===== src/pkg/nibble_alu_pkg.sv =====
// package for the nibble execution unit: opcodes, register map, request carrier
// assumes a single 100 MHz core clock and one instruction accepted per cycle
`default_nettype none
package nibble_alu_pkg;

	// ----------------------------------------------------------------
	// widths and reset values
	// ----------------------------------------------------------------
	localparam int NIB_W = 4;
	localparam int BANK_PTR_W = 2;
	localparam int STACK_DEPTH = 3;
	localparam logic [3:0] NIB_ONE = 4'h1;
	localparam logic [3:0] NIB_ALL = 4'hf;
	localparam logic [3:0] NIB_ZERO = 4'h0;
	localparam logic RST_FLAG = 1'b1;
	localparam logic [3:0] RST_NIB = 4'h0;
	localparam logic [1:0] RST_BANK_PTR = 2'h0;

	// ----------------------------------------------------------------
	// register port map (word index, 3 bits)
	// ----------------------------------------------------------------
	localparam logic [2:0] REG_ACC = 3'h0;
	localparam logic [2:0] REG_WORD_PTR = 3'h1;
	localparam logic [2:0] REG_BANK_PTR = 3'h2;
	localparam logic [2:0] REG_FLAG = 3'h3;
	localparam logic [2:0] REG_ACTIVE_BANK = 3'h4;
	localparam logic [2:0] REG_BANK_BUF = 3'h5;
	localparam logic [2:0] REG_STACK_LEVEL = 3'h6;

	// ----------------------------------------------------------------
	// operations
	// ----------------------------------------------------------------
	typedef enum logic [4:0] {
		OP_NOP                    = 5'h00,
		OP_CALL                   = 5'h01,
		OP_SUBROUTINE_RETURN      = 5'h02,
		OP_LOAD_BANK_BUFFER_IMM   = 5'h03,
		OP_ADD_MEMORY             = 5'h04,
		OP_SUBTRACT_FROM_MEMORY   = 5'h05,
		OP_INCREMENT_MEMORY       = 5'h06,
		OP_DECREMENT_MEMORY       = 5'h07,
		OP_INCREMENT_ACC          = 5'h08,
		OP_INCREMENT_WORD_POINTER = 5'h09,
		OP_DECREMENT_ACC          = 5'h0a,
		OP_DECREMENT_WORD_POINTER = 5'h0b,
		OP_XOR_MEMORY             = 5'h0c,
		OP_TWOS_COMPLEMENT_ACC    = 5'h0d,
		OP_ACC_LE_MEMORY          = 5'h0e,
		OP_ACC_LE_IMMEDIATE       = 5'h0f,
		OP_MEMORY_NONZERO_TEST    = 5'h10
	} op_t;

	typedef struct packed {
		logic valid;
		op_t op;
		logic [3:0] imm;
	} exec_req_t;

endpackage

`default_nettype wire


===== src/hdl/nibble_alu_call_stack.sv =====
// execution unit of a 4-bit core: conditional call/return with bank stack and nibble alu
// assumes ram read data is combinational from ram_addr, and the sequencer supplies pc+1
//
// Summary of operation
// - flag 1: call loads target, active bank takes buffer, push return pc and bank
// - flag 0: call falls through to next address and sets flag to 1
// - call page comes from bank buffer; equal to active bank means short call
// - return loads pc from stack top, pops up, bottom kept, flag set
// - return copies top bank level to active bank and buffer, pops together
// - load bank buffer immediate writes 4-bit page operand into bank buffer
// - add memory: acc gets ram plus acc mod 16, flag is carry
// - subtract from memory: acc gets ram minus acc, flag is no borrow
// - increment memory: acc gets ram plus one, flag is carry
// - decrement memory: acc gets ram plus Fh, flag set when ram nonzero
// - increment acc: carry never reaches the flag
// - increment word pointer: flag set when pointer was 15
// - decrement acc via Fh: flag set when acc was nonzero
// - decrement word pointer via Fh: flag set when pointer was nonzero
// - xor memory: acc gets acc xor ram word
// - twos complement acc: acc gets inverted plus one, flag set when zero
// - acc le memory: flag is acc at most ram, nothing written
// - acc le immediate: flag is acc at most operand, acc kept
// - memory nonzero test: flag set when ram word nonzero
// - ram operand addressed jointly by bank pointer and word pointer
`timescale 1ns/1ps
`default_nettype none

module nibble_alu_call_stack
	import nibble_alu_pkg::*;
#(
	parameter int PC_W = 10
) (
	input wire logic core_clk, // 100 MHz core clock
	input wire logic arst_n, // async reset, active low
	input wire exec_req_t req, // instruction issued this cycle
	input wire logic [PC_W-1:0] call_target, // operand address of a call
	input wire logic [PC_W-1:0] next_pc, // next sequence address from sequencer
	input wire logic [3:0] ram_rdata, // word at ram_addr, same cycle
	output logic [5:0] ram_addr, // bank pointer and word pointer
	output logic pc_load, // pc_value valid, one cycle
	output logic [PC_W-1:0] pc_value, // new program counter
	output logic long_call, // last taken call left the page
	output logic [3:0] active_rom_bank, // active rom bank
	output logic [3:0] rom_bank_buffer, // bank buffer
	output logic condition_flag, // condition flag
	output logic [3:0] acc, // accumulator
	input wire logic [2:0] reg_addr, // register index
	input wire logic [3:0] reg_wdata, // register write data
	input wire logic reg_wr, // register write strobe
	input wire logic reg_rd, // register read strobe
	output logic [3:0] reg_rdata // read data, cycle after reg_rd
);

	// ----------------------------------------------------------------
	// elaboration check
	// ----------------------------------------------------------------
	if (PC_W < 1 || PC_W > 16) begin : g_bad_pc_w
		$error("PC_W must be 1 to 16");
	end

	// level_ff is two bits and ram_addr six, so these sizes are fixed here
	if (STACK_DEPTH < 1 || STACK_DEPTH > 3) begin : g_bad_depth
		$error("STACK_DEPTH must be 1 to 3");
	end
	if (BANK_PTR_W != 2) begin : g_bad_bank_ptr_w
		$error("BANK_PTR_W must be 2");
	end

	// ----------------------------------------------------------------
	// state
	// ----------------------------------------------------------------
	logic [3:0] acc_ff, nxt_acc;
	logic [3:0] word_ptr_ff, nxt_word_ptr;
	logic [1:0] bank_ptr_ff;
	logic flag_ff, nxt_flag;
	logic [3:0] active_bank_ff, nxt_active_bank;
	logic [3:0] bank_buf_ff, nxt_bank_buf;
	logic [PC_W-1:0] ret_pc_ff [STACK_DEPTH];
	logic [3:0] ret_bank_ff [STACK_DEPTH];
	logic [1:0] level_ff;
	logic pc_load_ff;
	logic [PC_W-1:0] pc_value_ff;
	logic long_call_ff;
	logic [3:0] rdata_ff;
	logic acc_upd, wp_upd, do_push, do_pop;

	// ----------------------------------------------------------------
	// arithmetic
	// ----------------------------------------------------------------
	// one 5-bit adder per operand pair; bit 4 is the carry into the flag
	logic [4:0] sum_add, sum_sub, sum_inc_m, sum_dec_m, sum_dec_a, sum_neg, sum_le_i;
	logic call_taken, is_call, is_ret;

	assign sum_add = {1'b0, ram_rdata} + {1'b0, acc_ff};
	assign sum_sub = {1'b0, ram_rdata} + {1'b0, ~acc_ff} + 5'h01;
	assign sum_inc_m = {1'b0, ram_rdata} + {1'b0, NIB_ONE};
	assign sum_dec_m = {1'b0, ram_rdata} + {1'b0, NIB_ALL};
	assign sum_dec_a = {1'b0, acc_ff} + {1'b0, NIB_ALL};
	assign sum_neg = {1'b0, ~acc_ff} + {1'b0, NIB_ONE};
	// carry out is set exactly when acc is at most the operand
	assign sum_le_i = {1'b0, req.imm} + {1'b0, ~acc_ff} + 5'h01;

	// undefined opcodes decode to neither, so the stacks stay untouched
	assign is_call = req.valid && req.op == OP_CALL;
	assign is_ret = req.valid && req.op == OP_SUBROUTINE_RETURN;
	assign call_taken = is_call && flag_ff;
	assign do_push = call_taken;
	assign do_pop = is_ret;

	// ----------------------------------------------------------------
	// next-state decode
	// ----------------------------------------------------------------
	always_comb begin
		nxt_acc = acc_ff;
		nxt_word_ptr = word_ptr_ff;
		nxt_flag = flag_ff;
		nxt_active_bank = active_bank_ff;
		nxt_bank_buf = bank_buf_ff;
		acc_upd = 1'b0;
		wp_upd = 1'b0;
		if (req.valid) begin
			unique case (req.op)
				// nop and the set-status group force the flag high
				OP_NOP: begin
					nxt_flag = 1'b1;
				end
				OP_CALL: begin
					if (flag_ff) begin
						nxt_active_bank = bank_buf_ff;
					end else begin
						nxt_flag = 1'b1;
					end
				end
				OP_SUBROUTINE_RETURN: begin
					nxt_active_bank = ret_bank_ff[0];
					nxt_bank_buf = ret_bank_ff[0];
					nxt_flag = 1'b1;
				end
				OP_LOAD_BANK_BUFFER_IMM: begin
					nxt_bank_buf = req.imm;
					nxt_flag = 1'b1;
				end
				OP_ADD_MEMORY: begin
					nxt_acc = sum_add[3:0];
					nxt_flag = sum_add[4];
					acc_upd = 1'b1;
				end
				OP_SUBTRACT_FROM_MEMORY: begin
					nxt_acc = sum_sub[3:0];
					nxt_flag = sum_sub[4];
					acc_upd = 1'b1;
				end
				OP_INCREMENT_MEMORY: begin
					nxt_acc = sum_inc_m[3:0];
					nxt_flag = sum_inc_m[4];
					acc_upd = 1'b1;
				end
				OP_DECREMENT_MEMORY: begin
					nxt_acc = sum_dec_m[3:0];
					nxt_flag = sum_dec_m[4];
					acc_upd = 1'b1;
				end
				OP_INCREMENT_ACC: begin
					// carry is dropped on purpose
					nxt_acc = acc_ff + NIB_ONE;
					nxt_flag = 1'b1;
					acc_upd = 1'b1;
				end
				OP_INCREMENT_WORD_POINTER: begin
					nxt_word_ptr = word_ptr_ff + NIB_ONE;
					nxt_flag = (word_ptr_ff == NIB_ALL);
					wp_upd = 1'b1;
				end
				OP_DECREMENT_ACC: begin
					nxt_acc = sum_dec_a[3:0];
					nxt_flag = sum_dec_a[4];
					acc_upd = 1'b1;
				end
				OP_DECREMENT_WORD_POINTER: begin
					nxt_word_ptr = word_ptr_ff + NIB_ALL;
					nxt_flag = (word_ptr_ff != NIB_ZERO);
					wp_upd = 1'b1;
				end
				OP_XOR_MEMORY: begin
					nxt_acc = acc_ff ^ ram_rdata;
					nxt_flag = 1'b1;
					acc_upd = 1'b1;
				end
				OP_TWOS_COMPLEMENT_ACC: begin
					nxt_acc = sum_neg[3:0];
					nxt_flag = sum_neg[4];
					acc_upd = 1'b1;
				end
				OP_ACC_LE_MEMORY: begin
					nxt_flag = (acc_ff <= ram_rdata);
				end
				OP_ACC_LE_IMMEDIATE: begin
					nxt_flag = sum_le_i[4];
				end
				OP_MEMORY_NONZERO_TEST: begin
					nxt_flag = (ram_rdata != NIB_ZERO);
				end
				default: begin
					// undefined opcode: leave state alone
					nxt_flag = flag_ff;
				end
			endcase
		end
	end

	// ----------------------------------------------------------------
	// accumulator, pointers and flag
	// ----------------------------------------------------------------
	// an instruction update wins over a register write in the same cycle
	always_ff @(posedge core_clk or negedge arst_n) begin
		if (!arst_n) begin
			acc_ff <= RST_NIB;
		end else if (acc_upd) begin
			acc_ff <= nxt_acc;
		end else if (reg_wr && reg_addr == REG_ACC) begin
			acc_ff <= reg_wdata;
		end
	end

	always_ff @(posedge core_clk or negedge arst_n) begin
		if (!arst_n) begin
			word_ptr_ff <= RST_NIB;
		end else if (wp_upd) begin
			// wraps modulo 16 both ways; never carries into the bank pointer
			word_ptr_ff <= nxt_word_ptr;
		end else if (reg_wr && reg_addr == REG_WORD_PTR) begin
			word_ptr_ff <= reg_wdata;
		end
	end

	always_ff @(posedge core_clk or negedge arst_n) begin
		if (!arst_n) begin
			bank_ptr_ff <= RST_BANK_PTR;
		end else if (reg_wr && reg_addr == REG_BANK_PTR) begin
			bank_ptr_ff <= reg_wdata[BANK_PTR_W-1:0];
		end
	end

	always_ff @(posedge core_clk or negedge arst_n) begin
		if (!arst_n) begin
			flag_ff <= RST_FLAG;
		end else if (req.valid) begin
			// a software write to the flag only lands in a cycle without an instruction
			flag_ff <= nxt_flag;
		end else if (reg_wr && reg_addr == REG_FLAG) begin
			flag_ff <= reg_wdata[0];
		end
	end

	always_ff @(posedge core_clk or negedge arst_n) begin
		if (!arst_n) begin
			active_bank_ff <= RST_NIB;
			bank_buf_ff <= RST_NIB;
		end else begin
			active_bank_ff <= nxt_active_bank;
			bank_buf_ff <= nxt_bank_buf;
		end
	end

	// ----------------------------------------------------------------
	// return and bank stacks
	// ----------------------------------------------------------------
	// a push on a full stack shifts the bottom entry out and loses it
	// a pop leaves the bottom level as it was, so it can be returned to twice
	always_ff @(posedge core_clk or negedge arst_n) begin
		if (!arst_n) begin
			for (int i = 0; i < STACK_DEPTH; i++) begin
				ret_pc_ff[i] <= '0;
				ret_bank_ff[i] <= RST_NIB;
			end
		end else if (do_push) begin
			ret_pc_ff[0] <= next_pc;
			ret_bank_ff[0] <= active_bank_ff;
			for (int i = 1; i < STACK_DEPTH; i++) begin
				ret_pc_ff[i] <= ret_pc_ff[i-1];
				ret_bank_ff[i] <= ret_bank_ff[i-1];
			end
		end else if (do_pop) begin
			for (int i = 0; i < STACK_DEPTH - 1; i++) begin
				ret_pc_ff[i] <= ret_pc_ff[i+1];
				ret_bank_ff[i] <= ret_bank_ff[i+1];
			end
		end
	end

	// occupancy is for software visibility only; it saturates at full
	always_ff @(posedge core_clk or negedge arst_n) begin
		if (!arst_n) begin
			level_ff <= 2'h0;
		end else if (do_push && level_ff != 2'(STACK_DEPTH)) begin
			level_ff <= level_ff + 2'h1;
		end else if (do_pop && level_ff != 2'h0) begin
			level_ff <= level_ff - 2'h1;
		end
	end

	// ----------------------------------------------------------------
	// program counter hand-off
	// ----------------------------------------------------------------
	// refused opcodes leave pc_value alone; only pc_load tells the sequencer to jump
	always_ff @(posedge core_clk or negedge arst_n) begin
		if (!arst_n) begin
			pc_load_ff <= 1'b0;
		end else begin
			pc_load_ff <= is_call || is_ret;
		end
	end

	always_ff @(posedge core_clk or negedge arst_n) begin
		if (!arst_n) begin
			pc_value_ff <= '0;
		end else if (call_taken) begin
			pc_value_ff <= call_target;
		end else if (is_call) begin
			pc_value_ff <= next_pc;
		end else if (is_ret) begin
			pc_value_ff <= ret_pc_ff[0];
		end
	end

	always_ff @(posedge core_clk or negedge arst_n) begin
		if (!arst_n) begin
			long_call_ff <= 1'b0;
		end else if (call_taken) begin
			// both banks still hold their old values, before the active bank takes the buffer
			long_call_ff <= (bank_buf_ff != active_bank_ff);
		end
	end

	// ----------------------------------------------------------------
	// register read port
	// ----------------------------------------------------------------
	// zero outside the read cycle, so a stale word is never taken for an answer
	always_ff @(posedge core_clk or negedge arst_n) begin
		if (!arst_n) begin
			rdata_ff <= RST_NIB;
		end else if (reg_rd) begin
			unique case (reg_addr)
				REG_ACC: rdata_ff <= acc_ff;
				REG_WORD_PTR: rdata_ff <= word_ptr_ff;
				REG_BANK_PTR: rdata_ff <= {2'h0, bank_ptr_ff};
				REG_FLAG: rdata_ff <= {3'h0, flag_ff};
				REG_ACTIVE_BANK: rdata_ff <= active_bank_ff;
				REG_BANK_BUF: rdata_ff <= bank_buf_ff;
				REG_STACK_LEVEL: rdata_ff <= {2'h0, level_ff};
				default: rdata_ff <= RST_NIB;
			endcase
		end else begin
			rdata_ff <= RST_NIB;
		end
	end

	// ----------------------------------------------------------------
	// outputs
	// ----------------------------------------------------------------
	// the ram sees a pointer update one cycle later, in time for the next instruction
	assign ram_addr = {bank_ptr_ff, word_ptr_ff};
	assign pc_load = pc_load_ff;
	assign pc_value = pc_value_ff;
	assign long_call = long_call_ff;
	assign active_rom_bank = active_bank_ff;
	assign rom_bank_buffer = bank_buf_ff;
	assign condition_flag = flag_ff;
	assign acc = acc_ff;
	assign reg_rdata = rdata_ff;

endmodule

`default_nettype wire


===== config.mk =====
export PLATFORM = sky130hd
export DESIGN_NAME = nibble_alu_call_stack
export DESIGN_NICKNAME = d
export VERILOG_FILES = /design/src/pkg/nibble_alu_pkg.sv /design/src/hdl/nibble_alu_call_stack.sv
export SDC_FILE = /design/constraint.sdc
export NUM_CORES = 1
export LEC_CHECK = 0
export BUFFER_PORTS_ARGS = -buffer_cell sky130_fd_sc_hd__buf_2
export CAP_MARGIN = 40
export CORE_MARGIN = 4
export CORE_UTILIZATION = 62
export DETAILED_ROUTE_END_ITERATION = 16
export GPL_TIMING_DRIVEN = 0
export MAX_ROUTING_LAYER = met4
export PLACE_DENSITY = 0.86
export SLEW_MARGIN = 20
export SYNTH_ARGS = -nofsm -noshare
export SYNTH_HDL_FRONTEND = slang
export SYNTH_SLANG_ARGS = --single-unit

===== constraint.sdc =====
create_clock -name core_clk -period 3.78 [get_ports core_clk]
set_input_delay 0.189 -clock core_clk [delete_from_list [all_inputs] [get_ports core_clk]]
set_output_delay 0.189 -clock core_clk [all_outputs]
set_load 0.005 [all_outputs]

# Yosys cells after proc, flatten, opt, wreduce, memory -nomap -nowiden
# Cells that the tools add are included.
[classes]
n_lt_le_gt_ge = 1
n_addsub = 14
mux = 29
bitwise = 2
n_eq_ne = 31
n_reduce_logical = 31
[op_table]
columns = ["op", "n"]
rows = [
  ["equality test 5 x 4 -> 1 bit (second input constant)", 8],
  ["2-to-1 mux 20 bit", 2],
  ["2-to-1 mux 4 bit", 8],
  ["case mux 4 bit (8 select lines)", 1],
  ["2-to-1 mux 10 bit", 3],
  ["case mux 4 bit (7 select lines)", 1],
  ["case mux 4 bit (2 select lines)", 3],
  ["equality test 5 x 3 -> 1 bit (second input constant)", 4],
  ["2-to-1 mux 8 bit", 2],
  ["nonzero test 2 bit", 8],
  ["adder 4 x 4 -> 5 bit", 3],
  ["inequality test 13 x 2 -> 1 bit (second input constant)", 1],
  ["case mux 1 bit (12 select lines)", 1],
  ["adder 4 x 1 -> 5 bit (second input constant)", 2],
  ["adder 4 x 4 -> 5 bit (second input constant)", 2],
  ["adder 5 x 1 -> 5 bit (second input constant)", 2],
  ["equality test 5 x 2 -> 1 bit (second input constant)", 2],
  ["equality test 3 bit (second input constant)", 3],
  ["logical AND 1 bit", 9],
  ["inequality test 9 x 1 -> 1 bit (second input constant)", 1],
  ["AND reduction 3 bit", 3],
  ["adder 4 x 1 -> 4 bit (second input constant)", 2],
  ["inequality test 2 bit (second input constant)", 4],
  ["nonzero test 4 bit", 2],
  ["23 further kinds", 31],
]
[word_totals]
register_bits = 79
word_cells = 125
input_bits = 45

# Depth between registers and ports, before layout
# Gate-level depths: netlist of the first run.
[logic_depth]
word_depth = 6
depth_mapped = 11
mapped_depth_nobuf = 10

# Worst setup path after synthesis of the first run
# OpenSTA, ideal clock, no wires.
[synth_timing]
path_type = "in2reg"
from = "input port req[6] (netlist bit)"
to = "register word_ptr_ff[3]"
path_slack_ns = 1.641
path_buffers = 1
t_arrival_ns = 2.008
stages = 11
setup_time_ns = 0.132
path_cell_list = "clkbuf_1 > nor3b_1 > nand3_1 > inv_1 > ha_1 > a21o_1 > a21oi_1 > xnor2_1 > nor2_1 > a211oi_1 > a211oi_1"
[synth_via]
elab_chain_cells = 6
word_cells_on_any_way = 12
classes_between = "eq/ne: 4; mux: 5; reduce/logical: 3"
[synth_lines]
columns = ["item", "line", "rtl"]
rows = [
  ["start: declaration", "nibble_alu_call_stack.sv:35", "input wire exec_req_t req,"],
  ["equality test 5 x 4 -> 1 bit", "nibble_alu_call_stack.sv:122", "unique case (req.op)"],
  ["OR reduction 2 bit (no line)", "n/a", ""],
  ["2-to-1 mux 1 bit", "nibble_alu_call_stack.sv:122", ""],
  ["2-to-1 mux 1 bit", "nibble_alu_call_stack.sv:121", "if (req.valid) begin"],
  ["inequality test 3 x 1 -> 1 bit (no line) (tied with other cells)", "n/a", ""],
  ["AND reduction 3 bit (no line)", "n/a", ""],
  ["end signal: assignment", "nibble_alu_call_stack.sv:230", "word_ptr_ff <= nxt_word_ptr;"],
  ["end signal: assignment", "nibble_alu_call_stack.sv:232", "word_ptr_ff <= reg_wdata;"],
  ["end: declaration", "nibble_alu_call_stack.sv:73", "logic [3:0] word_ptr_ff, nxt_word_ptr;"],
]
# Parallel ways exist; a longest one is shown, timed or not. The select of a mux whose other input is x is not followed.
# A chain may end at the register's enable or synchronous reset.

# Worst setup path in the final report of the first run
[layout_timing]
from = "register acc_ff[1] (netlist: acc[1])"
to = "register flag_ff (netlist: condition_flag)"
[layout_via]
elab_chain_cells = 5
word_cells_on_any_way = 11
classes_between = "add/sub: 7; order compare: 1; mux: 2; bitwise: 1"
[layout_lines]
columns = ["item", "line", "rtl"]
rows = [
  ["start: declaration", "nibble_alu_call_stack.sv:72", "logic [3:0] acc_ff, nxt_acc;"],
  ["start signal: assignment", "nibble_alu_call_stack.sv:219", "acc_ff <= nxt_acc;"],
  ["start signal: assignment", "nibble_alu_call_stack.sv:221", "acc_ff <= reg_wdata;"],
  ["NOT 4 bit", "nibble_alu_call_stack.sv:95, nibble_alu_call_stack.sv:99, nibble_alu_call_stack.sv:101", ""],
  ["adder 4 x 4 -> 5 bit (on tied branches)", "nibble_alu_call_stack.sv:101, nibble_alu_call_stack.sv:95", ""],
  ["adder 5 x 1 -> 5 bit (on tied branches)", "nibble_alu_call_stack.sv:101, nibble_alu_call_stack.sv:95", ""],
  ["case mux 1 bit (12 select lines) *", "nibble_alu_call_stack.sv:122", ""],
  ["2-to-1 mux 1 bit *", "nibble_alu_call_stack.sv:247", "end else if (req.valid) begin"],
  ["end signal: assignment", "nibble_alu_call_stack.sv:249", "flag_ff <= nxt_flag;"],
  ["end signal: assignment", "nibble_alu_call_stack.sv:251", "flag_ff <= reg_wdata[0];"],
  ["end: declaration", "nibble_alu_call_stack.sv:75", "logic flag_ff, nxt_flag;"],
]
# Every way passes the cells marked *; elsewhere a longest branch is shown, timed or not.

==> results.py, run 1 <==
metrics = {
    "drt": {
        "detail_route.iter0.violations": 364,
        "met1_length_microns": 6016,
        "postRouteWirelength_microns": 15420,
        "routed_via_density": 6.260,
        "route.detailed.wl_per_inst_microns": 19.45,
        "drtPass1Iterations": 5,
        "met3_wirelength_microns": 1343,
        "via_total_after_detailed_routing": 4964,
        "dr.max_layer_used": "met4",
        "route.met2.wl_microns": 7574,
        "ant_nets": 0,
        "post-route-drc-count": 0,
    },
    "power_and_ir_drop": {
        "power.clock.fraction_pct": 25.3,
        "power.internal_w": 0.001849,
        "power.switching_fraction_pct": 36.85,
        "irDropWorstVdd_v": 0.0003419,
        "total_power_w": 0.002929,
        "p_seq_share_pct": 44.1,
        "powerDensity_nw_per_um2": 506.1,
        "power.share.combinational_pct": 30.6,
        "total_leakage_power_nw": 2.793,
        "p_sw_w": 0.001079,
    },
    "synth": {
        "synth_area_per_cell_sq_um": 8.382,
        "post_synth_num_cell_types": 64,
        "synth_ff_type": "sky130_fd_sc_hd__dfrtp_1",
        "yosysTopAreaCellShare_pct": 38.87,
        "syn-cell-area_sq_um": 5021,
        "yosys.area.top_type": "sky130_fd_sc_hd__dfrtp_1",
        "yosys_register_bits": 79,
        "synthesis.nets": 669,
        "post_synth_most_frequent_cells": "sky130_fd_sc_hd__nand2_1 (148), sky130_fd_sc_hd__dfrtp_1 (78), sky130_fd_sc_hd__nor2_1 (46)",
        "synthesis.instances": 599,
        "synthesis.yosys.warnings": 0,
        "seq_area_frac_synth_pct": 39.40,
        "synth_most_common_cell": "sky130_fd_sc_hd__nand2_1",
        "synth_edf_count": 0,
        "synth-async-reset-ratio_pct": 100.0,
        "netlist_top_cells_area": "sky130_fd_sc_hd__dfrtp_1 (39%), sky130_fd_sc_hd__nand2_1 (11%), sky130_fd_sc_hd__ha_1 (5.5%), sky130_fd_sc_hd__a31oi_1 (4.6%), sky130_fd_sc_hd__nor2_1 (3.4%)",
    },
    "critical_path": {
        "worst_setup_path_end_kind": "register",
        "category_of_the_worst_setup_path_launch_point": "register",
        "required_ns": 4.06,
        "critPathKind": "reg2reg",
        "critPathMaxFanout": 8,
        "max_stage_delay_ns": 0.60,
        "critical_path_cell_by_cell": "inv_1, ha_1, nor3b_1, and2_1, a2111oi_0, nor4b_1, a31oi_1",
        "cp.arrival_ns": 2.86,
        "slowest_stage": "sky130_fd_sc_hd__dfrtp_1",
    },
    "sta": {
        "fmaxAchievable_ghz": 0.3870,
        "tightest_slew_ns": 0.7981,
        "report.final.hold_viol_count": 0,
        "skew_ns": 0.01399,
        "finalMaxSlewViolations": 0,
        "unrepaired_setup_endpoints_after_global_routing": "false",
        "postLayoutSetupSlackWorst_ns": 1.196,
        "fraction_of_the_cycle_the_final_worst_path_needs_pct": 68.36,
        "setup_viol_count_final": 0,
        "period_minus_slack_ns": 2.584,
        "timing.max_slew.rel_slack_pct": 46.68,
        "final.setup.tns_ns": 0,
    },
    "global_route": {
        "globalRouteTotalUtil_pct": 33.99,
        "first_global_vias": 5038,
        "grt_antenna_before_repair": 0,
        "globalRoute.totalOverflow": 0,
        "maximum_number_of_pins_on_one_net_before_global_route_repair": 60,
        "wire_length_of_the_first_global_routing_pass_microns": 25670,
    },
    "worst_hold_path": {
        "timing.hold.worst.class": "in2reg",
    },
    "floorplan": {
        "starting_utilization_of_the_core_area_pct": 64.31,
        "fp.dieArea_sq_um": 9602,
        "rows": 32,
        "die_height_microns": 97.99,
        "fp.coreArea_sq_um": 7807,
        "io-pin-count": 80,
        "die-width_microns": 97.99,
    },
    "cells_and_area": {
        "area_used_by_sequential_logic_in_the_layout_sq_um": 1978,
        "antennaDiodeCount": 0,
        "multi_input_area_sq_um": 2763,
        "fin_util_pct": 74.12,
        "syn2layout_area_growth_pct": 15.25,
        "final_layout_size_suffix_gt1_share_pct": 16.93,
        "nets": 756,
        "filler_cell_count": 600,
    },
    "clock_tree": {
        "cts_max_level": 3,
        "cts.reportedPaths.clkPinSlew_ns": 0.09,
        "post_cts_sizing": 0,
        "cts-buffers-inserted": 9,
        "clock_sinks": 79,
        "clock_latency_ns": 0.36,
        "clock_tree_from_tritoncts": "built",
        "cts-root-buf": "sky130_fd_sc_hd__clkbuf_8",
        "post-cts-setup-buffer-count": 0,
        "clk_buf_depth": 2,
    },
    "placement": {
        "post-dp-hpwl_microns": 11200,
        "place_ws_ns": 1.098,
        "final_weighted_congestion_of_routability_driven_global_placement": 0.9741,
        "numPortBuffers": 74,
    },
    "run": {
        "drv.max_cap_violation_count": 0,
    },
    "run_status": {
        "result_of_the_run": "complete, no violations",
    },
}
-- layout by cell type (no fill, tap or decap), types with 7 or more instances in the layout --
master	netlist	routed
sky130_fd_sc_hd__nor2b_1	13	13
sky130_fd_sc_hd__a211oi_1	16	16
sky130_fd_sc_hd__nand2b_1	8	8
sky130_fd_sc_hd__a31oi_1	37	37
sky130_fd_sc_hd__mux2i_1	14	14
sky130_fd_sc_hd__nor3_1	10	10
sky130_fd_sc_hd__nand2_1	148	148
sky130_fd_sc_hd__nor2_1	46	46
sky130_fd_sc_hd__clkbuf_1	24	25
sky130_fd_sc_hd__a21oi_1	27	27
sky130_fd_sc_hd__xnor2_1	9	9
sky130_fd_sc_hd__inv_1	19	19
sky130_fd_sc_hd__dfrtp_1	78	78
sky130_fd_sc_hd__clkbuf_8	0	10
sky130_fd_sc_hd__nand3_1	7	7
sky130_fd_sc_hd__buf_2	8	81
sky130_fd_sc_hd__ha_1	22	22
sky130_fd_sc_hd__buf_6	7	7
sky130_fd_sc_hd__o21ai_0	17	17
-- sequential cells by signal (all words and copies together), names as in the netlist --
name	flops
acc	4
active_rom_bank	4
bank_ptr_ff	2
condition_flag	1
level_ff	2
long_call	1
pc_load	1
pc_value	10
reg_rdata	4
ret_bank_ff	12
ret_pc_ff	30
rom_bank_buffer	4
word_ptr_ff	4
-- worst max-delay path: cells and delay by family, from the launching register on --
kind / cells / cell delay, ns
and+or+nand+nor: 3 / 0.71
AOI/OAI and AO/OA: 2 / 0.63
DFF: 1 / 0.60
adders and majority gates: 1 / 0.30
buffers and inverters: 1 / 0.28
-- routing by layer --
layer  vias up  GRT usage (%)
li1       2270              -
met5         -              -
met2       280          54.87
met3        48          6.000
met1      2366          43.04
met4         0          12.46
-- area by class of cell --
| cell class | count | share of cell area [%] |
|---|---|---|
| timing repair buffer | 76 | 7.092 |
| clock buffer | 11 | 2.443 |
| sequential | 79 | 34.18 |
| multi-input combinational | 462 | 47.74 |
| clock inverter | 5 | 1.492 |
| tap | 102 | 2.205 |
| inverter | 19 | 1.232 |
| buffer | 39 | 3.611 |
-- stage by stage --
stage                     area, sq um  cells  hold slack, ns
after floorplan                  5021    599         -0.1066
after global placement           5519    775          0.4213
after detailed placement         5549    776         0.09775
after CTS                        5787    793         0.06565
after global routing             5787    793         0.07813
final                            5787    793         0.07921
-- final timing paths --
| path | start | endpoint | slack [ns] | cells past startpoint |
|---|---|---|---|---|
| worst max-delay path | acc[1] | condition_flag | 1.20 | 7 |
| worst min-delay path | reg_rd | reg_rdata[1] | 0.08 | 2 |
| worst max register to register | acc[1] | condition_flag | 1.20 | 7 |
| worst min register to register | ret_bank_ff[0] | ret_bank_ff[0] | 0.48 | 2 |
| max in group asynchronous | arst_n | ret_bank_ff[1] | 2.91 | 3 |
| min in group asynchronous | arst_n | acc[1] | 0.26 | 2 |
-- cell families after synthesis --
kind of cell,Yosys count,synth area share [%]
adders and majority gates,25,6.678
DFF,79,39.40
AOI/OAI and AO/OA,139,17.92
and+or+nand+nor,265,23.62
xor gates and xnor gates,14,2.442
buffers and inverters,58,5.582
muxes,19,4.361
-- repair_timing --
item / in CTS / in global routing
endpoints found under the setup margin: 0 / 0
hold endpoints to repair: 20 / 0
hold buffers: 1 / 0
-- power by group through the flow --
stage	combinational, W	sequential [W]	clock [W]
final	0.000896	0.00129	0.000740
after global routing	0.00100	0.00132	0.000779
after CTS	0.000891	0.00128	0.000741
after detailed placement	0.000881	0.00130	0
after global placement	0.000852	0.00128	0
after floorplan	0.000566	0.00122	0
No activity file was read; power rests on OpenSTA's default activity.
==> inputs of run 2 (changes only) <==
- CORE_UTILIZATION: 62 -> 52
- PLACE_DENSITY: 0.86 -> 0.77
- clock period: 3.78 -> 2.1 ns (I/O delays scaled with it)
==> results.py, run 2 (same netlist as run 1, synthesis figures left out) <==
metrics = {
    "critical_path": {
        "cp.arrival_ns": 2.34,
        "max_stage_delay_ns": 0.50,
        "critPathCapture": "condition_flag",
        "worst_setup_path_end_kind": "register",
        "critPathMaxFanout": 9,
        "critical-path-top-delay-family": "compound AO/OA/AOI/OAI gates",
        "category_of_the_worst_setup_path_launch_point": "register",
        "rrSetupSlack_ns": 0.03,
        "r2r-start": "acc[2]",
        "critical_path_cell_by_cell": "ha_1, clkbuf_2, a21o_1, a21oi_1, o31ai_2, nor4b_2, a31oi_1",
        "required_ns": 2.37,
        "slowest_stage": "sky130_fd_sc_hd__dfrtp_2",
        "rr_worst_depth": 7,
        "worstSetupStartpoint": "acc[2]",
        "worst_path_buffer_plus_inverter_count": 1,
        "crit-reg2reg-capture": "condition_flag",
        "path_depth": 7,
        "critPathKind": "reg2reg",
    },
    "sta": {
        "skew_ns": 0.007028,
        "fmaxAchievable_ghz": 0.4838,
        "report.final.hold_viol_count": 0,
        "period_minus_slack_ns": 2.067,
        "final.setup.tns_ns": 0,
        "timing.max_slew.rel_slack_pct": 47.91,
        "unrepaired_setup_endpoints_after_global_routing": "false",
        "finalMaxSlewViolations": 0,
        "tightest_slew_ns": 0.7797,
        "fraction_of_the_cycle_the_final_worst_path_needs_pct": 98.42,
        "setup_viol_count_final": 0,
    },
    "placement": {
        "numPortBuffers": 74,
        "final_weighted_congestion_of_routability_driven_global_placement": 0.9302,
        "post-dp-hpwl_microns": 11410,
        "placed_cells_incl_taps": 803,
    },
    "power_and_ir_drop": {
        "p_sw_w": 0.001957,
        "power.switching_fraction_pct": 35.86,
        "irDropWorstVdd_v": 0.0005456,
        "p_seq_share_pct": 42.5,
        "powerDensity_nw_per_um2": 909.6,
        "total_leakage_power_nw": 2.858,
        "power.share.combinational_pct": 31.9,
        "power.internal_w": 0.003500,
        "power.clock.fraction_pct": 25.7,
    },
    "drt": {
        "postRouteWirelength_microns": 15380,
        "detail_route.iter0.violations": 351,
        "ant_nets": 0,
        "route.detailed.wl_per_inst_microns": 18.53,
        "routed_via_density": 5.935,
        "via_total_after_detailed_routing": 4926,
        "drtPass1Iterations": 5,
        "post-route-drc-count": 0,
    },
    "floorplan": {
        "rows": 35,
        "die_height_microns": 106.3,
        "die-width_microns": 106.3,
        "fp.dieArea_sq_um": 11290,
        "fp.coreArea_sq_um": 9328,
        "starting_utilization_of_the_core_area_pct": 53.83,
        "io-pin-count": 80,
    },
    "run_status": {
        "result_of_the_run": "complete, no violations",
    },
    "global_route": {
        "globalRouteTotalUtil_pct": 28.07,
        "wire_length_of_the_first_global_routing_pass_microns": 24430,
        "maximum_number_of_pins_on_one_net_before_global_route_repair": 50,
        "first_global_vias": 4736,
        "globalRoute.totalOverflow": 0,
        "grt_antenna_before_repair": 0,
    },
    "clock_tree": {
        "clock_sinks": 79,
        "cts-buffers-inserted": 9,
        "cts.reportedPaths.clkPinSlew_ns": 0.09,
        "cts-root-buf": "sky130_fd_sc_hd__clkbuf_8",
        "clk_buf_depth": 2,
        "cts_max_level": 3,
        "clock_tree_from_tritoncts": "built",
        "clock_latency_ns": 0.35,
    },
    "cells_and_area": {
        "nets": 767,
        "antennaDiodeCount": 0,
        "syn2layout_area_growth_pct": 19.49,
        "largest_register_by_flop_count": "ret_pc_ff",
        "layout_common_cells": "sky130_fd_sc_hd__nand2_1 (148), sky130_fd_sc_hd__buf_2 (81), sky130_fd_sc_hd__dfrtp_1 (74), sky130_fd_sc_hd__nor2_1 (46), sky130_fd_sc_hd__a31oi_1 (37)",
        "finalNonFillerCells": 830,
        "largest_register_ffs": 30,
        "final_layout_size_suffix_gt1_share_pct": 20.68,
        "layout.cells.most_common": "sky130_fd_sc_hd__nand2_1",
        "filler_cell_count": 796,
    },
    "run": {
        "drv.max_cap_violation_count": 0,
    },
    "worst_hold_path": {
        "timing.hold.worst.class": "in2reg",
    },
}
run 2: cell types whose count changed in the layout (fill, tap and decap cells not counted), moves of 2 or more:
cell                            change
sky130_fd_sc_hd__buf_4              +9
sky130_fd_sc_hd__clkbuf_1           -5
sky130_fd_sc_hd__inv_6              -3
sky130_fd_sc_hd__dfrtp_1            -4
sky130_fd_sc_hd__clkbuf_2           +2
sky130_fd_sc_hd__clkinvlp_4         +2
sky130_fd_sc_hd__dfrtp_2            +4
sky130_fd_sc_hd__ha_1               -3
sky130_fd_sc_hd__dlygate4sd3_1      +3
sky130_fd_sc_hd__clkinv_4           +2
sky130_fd_sc_hd__ha_2               +3
sky130_fd_sc_hd__inv_1              -2
run 2: area by class of cell:
cell class                      instances  area (sq um)  share of cell area (%)
Timing Repair Buffer                   89         513.0                   8.551
Buffer                                 37         206.4                   3.441
Multi-Input combinational cell        462          2814                   46.90
Clock inverter                          6         118.9                   1.981
Inverter                               19         78.83                   1.314
Tap cell                              129         161.4                   2.690
Sequential cell                        79          1983                   33.06
Clock buffer                            9         123.9                   2.065
run 2: worst min path at each step:
stage,cells past startpoint,slack [ns],from,end
2_1_floorplan,0,-0.19,arst_n,acc[0]
3_3_place_gp,3,0.35,next_pc[9],ret_pc_ff[29]
3_5_place_dp,1,0.08,arst_n,acc[3]
4_1_cts,3,0.02,next_pc[0],ret_pc_ff[20]
5_1_grt,3,0.01,next_pc[1],ret_pc_ff[21]
6_report,3,0.03,next_pc[4],ret_pc_ff[24]
run 2: worst register-to-register path, delay by kind of cell, from the launching register on:
| kind | cells | cell delay [ns] |
|---|---|---|
| adders and majority gates | 1 | 0.30 |
| DFF | 1 | 0.50 |
| and+or+nand+nor | 1 | 0.36 |
| buffers and inverters | 1 | 0.18 |
| AOI/OAI and AO/OA | 4 | 0.65 |
run 2: power groups by stage:
stage | Sequential, W | Combinational (W) | Clock (W)
after floorplan | 0.00220 | 0.00102 | 0
after global placement | 0.00231 | 0.00153 | 0
after detailed placement | 0.00234 | 0.00158 | 0
after CTS | 0.00232 | 0.00165 | 0.00141
after global routing | 0.00236 | 0.00191 | 0.00148
final | 0.00232 | 0.00174 | 0.00140
run 2: through the flow:
step           setup WS [ns]  power, W  hold slack [ns]  utilization, %  instance area, sq um
2_1_floorplan        0.04461  0.003219          -0.1906               -                  5021
3_3_place_gp         -0.5352  0.003845           0.3466           59.53                  5553
3_5_place_dp         -0.5928  0.003917          0.07942           59.85                  5583
4_1_cts            -0.005634  0.005383          0.01571           63.58                  5931
5_1_grt             0.001563  0.005751          0.01456           64.32                  6000
6_report             0.03312  0.005457          0.02619           64.32                  6000
run 2: routing by layer:
metal | wire (microns) | track usage [%] | vias to the layer above
met1 | 6351 | 36.08 | 2381
met2 | 7463 | 45.52 | 226
met4 | 408 | 8.603 | 0
met3 | 1159 | 5.039 | 36
li1 | - | - | 2283
met5 | 0 | - | -
run 2: timing repair:
item / 4_1_cts / 5_1_grt
pin swaps: 2 / 1
hold buffers: 4 / 0
setup endpoints to repair: 3 / 4
buffers inserted: 4 / 5
gates resized for setup: 11 / 11
endpoints found under the hold margin: 34 / 0
==> inputs of run 3 (changes only) <==
- HOLD_SLACK_MARGIN: unset -> 0.1
==> results.py, run 3 (same netlist as run 1, synthesis figures left out) <==
metrics = {
    "cells_and_area": {
        "final_layout_size_suffix_gt1_share_pct": 19.97,
        "fin_util_pct": 66.96,
        "layout.cells.most_common": "sky130_fd_sc_hd__nand2_1",
        "largest_register_ffs": 30,
        "largest_register_by_flop_count": "ret_pc_ff",
        "nets": 792,
        "antennaDiodeCount": 0,
        "layout_common_cells": "sky130_fd_sc_hd__nand2_1 (148), sky130_fd_sc_hd__buf_2 (81), sky130_fd_sc_hd__dfrtp_1 (75), sky130_fd_sc_hd__nor2_1 (46), sky130_fd_sc_hd__a31oi_1 (37)",
        "syn2layout_area_growth_pct": 24.40,
    },
    "sta": {
        "tightest_slew_ns": 0.7857,
        "fraction_of_the_cycle_the_final_worst_path_needs_pct": 98.68,
        "setup_viol_count_final": 0,
        "finalMaxSlewViolations": 0,
        "timing.hold.ws_ns": 0.1064,
        "timing.max_slew.rel_slack_pct": 47.51,
        "report.final.hold_viol_count": 0,
        "unrepaired_setup_endpoints_after_global_routing": "false",
        "fmaxAchievable_ghz": 0.4826,
        "period_minus_slack_ns": 2.072,
        "skew_ns": 0.007139,
    },
    "drt": {
        "drtPass1Iterations": 8,
        "route.detailed.wl_per_inst_microns": 18.59,
        "detail_route.iter0.violations": 473,
        "postRouteWirelength_microns": 15890,
        "via_total_after_detailed_routing": 5125,
        "post-route-drc-count": 0,
        "ant_nets": 0,
        "routed_via_density": 5.994,
    },
    "clock_tree": {
        "clock_tree_from_tritoncts": "built",
        "clk_buf_depth": 2,
        "clock_sinks": 79,
        "cts-buffers-inserted": 9,
        "cts-root-buf": "sky130_fd_sc_hd__clkbuf_8",
        "cts.reportedPaths.clkPinSlew_ns": 0.09,
        "cts_max_level": 3,
        "clock_latency_ns": 0.36,
    },
    "power_and_ir_drop": {
        "irDropWorstVdd_v": 0.0005491,
        "total_leakage_power_nw": 2.964,
        "total_power_w": 0.005508,
        "power.share.combinational_pct": 32.4,
        "p_sw_w": 0.001973,
        "power.clock.fraction_pct": 25.4,
        "power.internal_w": 0.003535,
        "power.switching_fraction_pct": 35.82,
        "p_seq_share_pct": 42.2,
        "powerDensity_nw_per_um2": 881.8,
    },
    "critical_path": {
        "category_of_the_worst_setup_path_launch_point": "register",
        "critPathKind": "reg2reg",
        "critical-path-top-delay-family": "compound AO/OA/AOI/OAI gates",
        "required_ns": 2.37,
        "worst_path_buffer_plus_inverter_count": 1,
        "cp.arrival_ns": 2.34,
        "max_stage_delay_ns": 0.50,
        "slowest_stage": "sky130_fd_sc_hd__dfrtp_2",
        "worst_setup_path_end_kind": "register",
        "critical_path_cell_by_cell": "ha_1, clkbuf_2, a21o_1, a21oi_1, o31ai_2, nor4b_2, a31oi_1",
        "critPathMaxFanout": 9,
    },
    "floorplan": {
        "io-pin-count": 80,
        "die_height_microns": 106.3,
        "starting_utilization_of_the_core_area_pct": 53.83,
        "fp.coreArea_sq_um": 9328,
        "rows": 35,
        "fp.dieArea_sq_um": 11290,
        "die-width_microns": 106.3,
    },
    "global_route": {
        "maximum_number_of_pins_on_one_net_before_global_route_repair": 50,
        "grt_antenna_before_repair": 0,
        "first_global_vias": 4884,
        "wire_length_of_the_first_global_routing_pass_microns": 25340,
        "globalRoute.totalOverflow": 0,
        "globalRouteTotalUtil_pct": 29.23,
    },
    "placement": {
        "final_weighted_congestion_of_routability_driven_global_placement": 0.9302,
        "numPortBuffers": 74,
        "post-dp-hpwl_microns": 11410,
    },
    "run": {
        "drv.max_cap_violation_count": 0,
    },
    "worst_hold_path": {
        "timing.hold.worst.class": "in2reg",
    },
    "run_status": {
        "result_of_the_run": "complete, no violations",
    },
}
[run 3: cell count changes in the layout (fill, tap and decap cells not counted), sizes merged]
| cell | previous run | this run |
|---|---|---|
| dlygate4sd3 | 4 | 28 |
| buf | 99 | 100 |
[run 3: final cells by class]
cell class | instances | area, sq um
fillers | 755 | 3082
multi-input cells | 462 | 2814
flip-flops and latches | 79 | 1982
repair buffers | 114 | 760.7
plain buffers | 37 | 206.4
well taps | 129 | 161.4
clock buffers | 9 | 123.9
clock inverters | 6 | 118.9
inverters | 19 | 78.83
[run 3: per-layer routing]
| layer | part of all wire, % | track usage (%) | vias up |
|---|---|---|---|
| met3 | 7.7 | 5.768 | 46 |
| met5 | 0 | - | - |
| li1 | - | - | 2337 |
| met2 | 49 | 47.92 | 278 |
| met1 | 40 | 37.28 | 2464 |
| met4 | 2.6 | 7.771 | 0 |
[run 3: final timing paths]
path	cells after the start	slack (ns)	to	start
max in group asynchronous	3	1.23	condition_flag	arst_n
setup reg to reg	7	0.03	condition_flag	acc[2]
hold / removal	3	0.11	rom_bank_buffer[1]	req[1]
min in group asynchronous	2	0.23	acc[3]	arst_n
hold reg to reg	2	0.48	ret_pc_ff[6]	ret_pc_ff[6]
setup / recovery	7	0.03	condition_flag	acc[2]
[run 3: repair_timing]
item                       in CTS  in global routing
setup endpoints to repair       3                  4
pin swaps                       2                  3
hold buffers                   28                  0
resized for setup              11                 10
setup buffers                   4                  6
hold endpoints to repair      101                  0
[run 3: worst min-delay path, stage by stage]
cell and delay (ns):
sky130_fd_sc_hd__buf_2 0.10, sky130_fd_sc_hd__mux2i_1 0.06, sky130_fd_sc_hd__a21oi_1 0.15
[run 3: through the flow]
| stage | setup TNS (ns) | cells | instance area, sq um | setup WS [ns] |
|---|---|---|---|---|
| global placement | -1.754 | 802 | 5553 | -0.5352 |
| global route | 0 | 855 | 6246 | 0.0001028 |
| CTS | -0.005634 | 850 | 6171 | -0.005634 |
| floorplan | 0 | 599 | 5021 | 0.04461 |
| detailed placement | -4.244 | 803 | 5583 | -0.5928 |
| finish | 0 | 855 | 6246 | 0.02769 |
[run 3: power by group through the flow]
stage | logic [W] | registers (W) | clock network (W)
after floorplan | 0.00102 | 0.00220 | 0
after global placement | 0.00153 | 0.00231 | 0
after detailed placement | 0.00158 | 0.00234 | 0
after CTS | 0.00169 | 0.00232 | 0.00141
after global routing | 0.00196 | 0.00236 | 0.00148
final | 0.00178 | 0.00233 | 0.00140
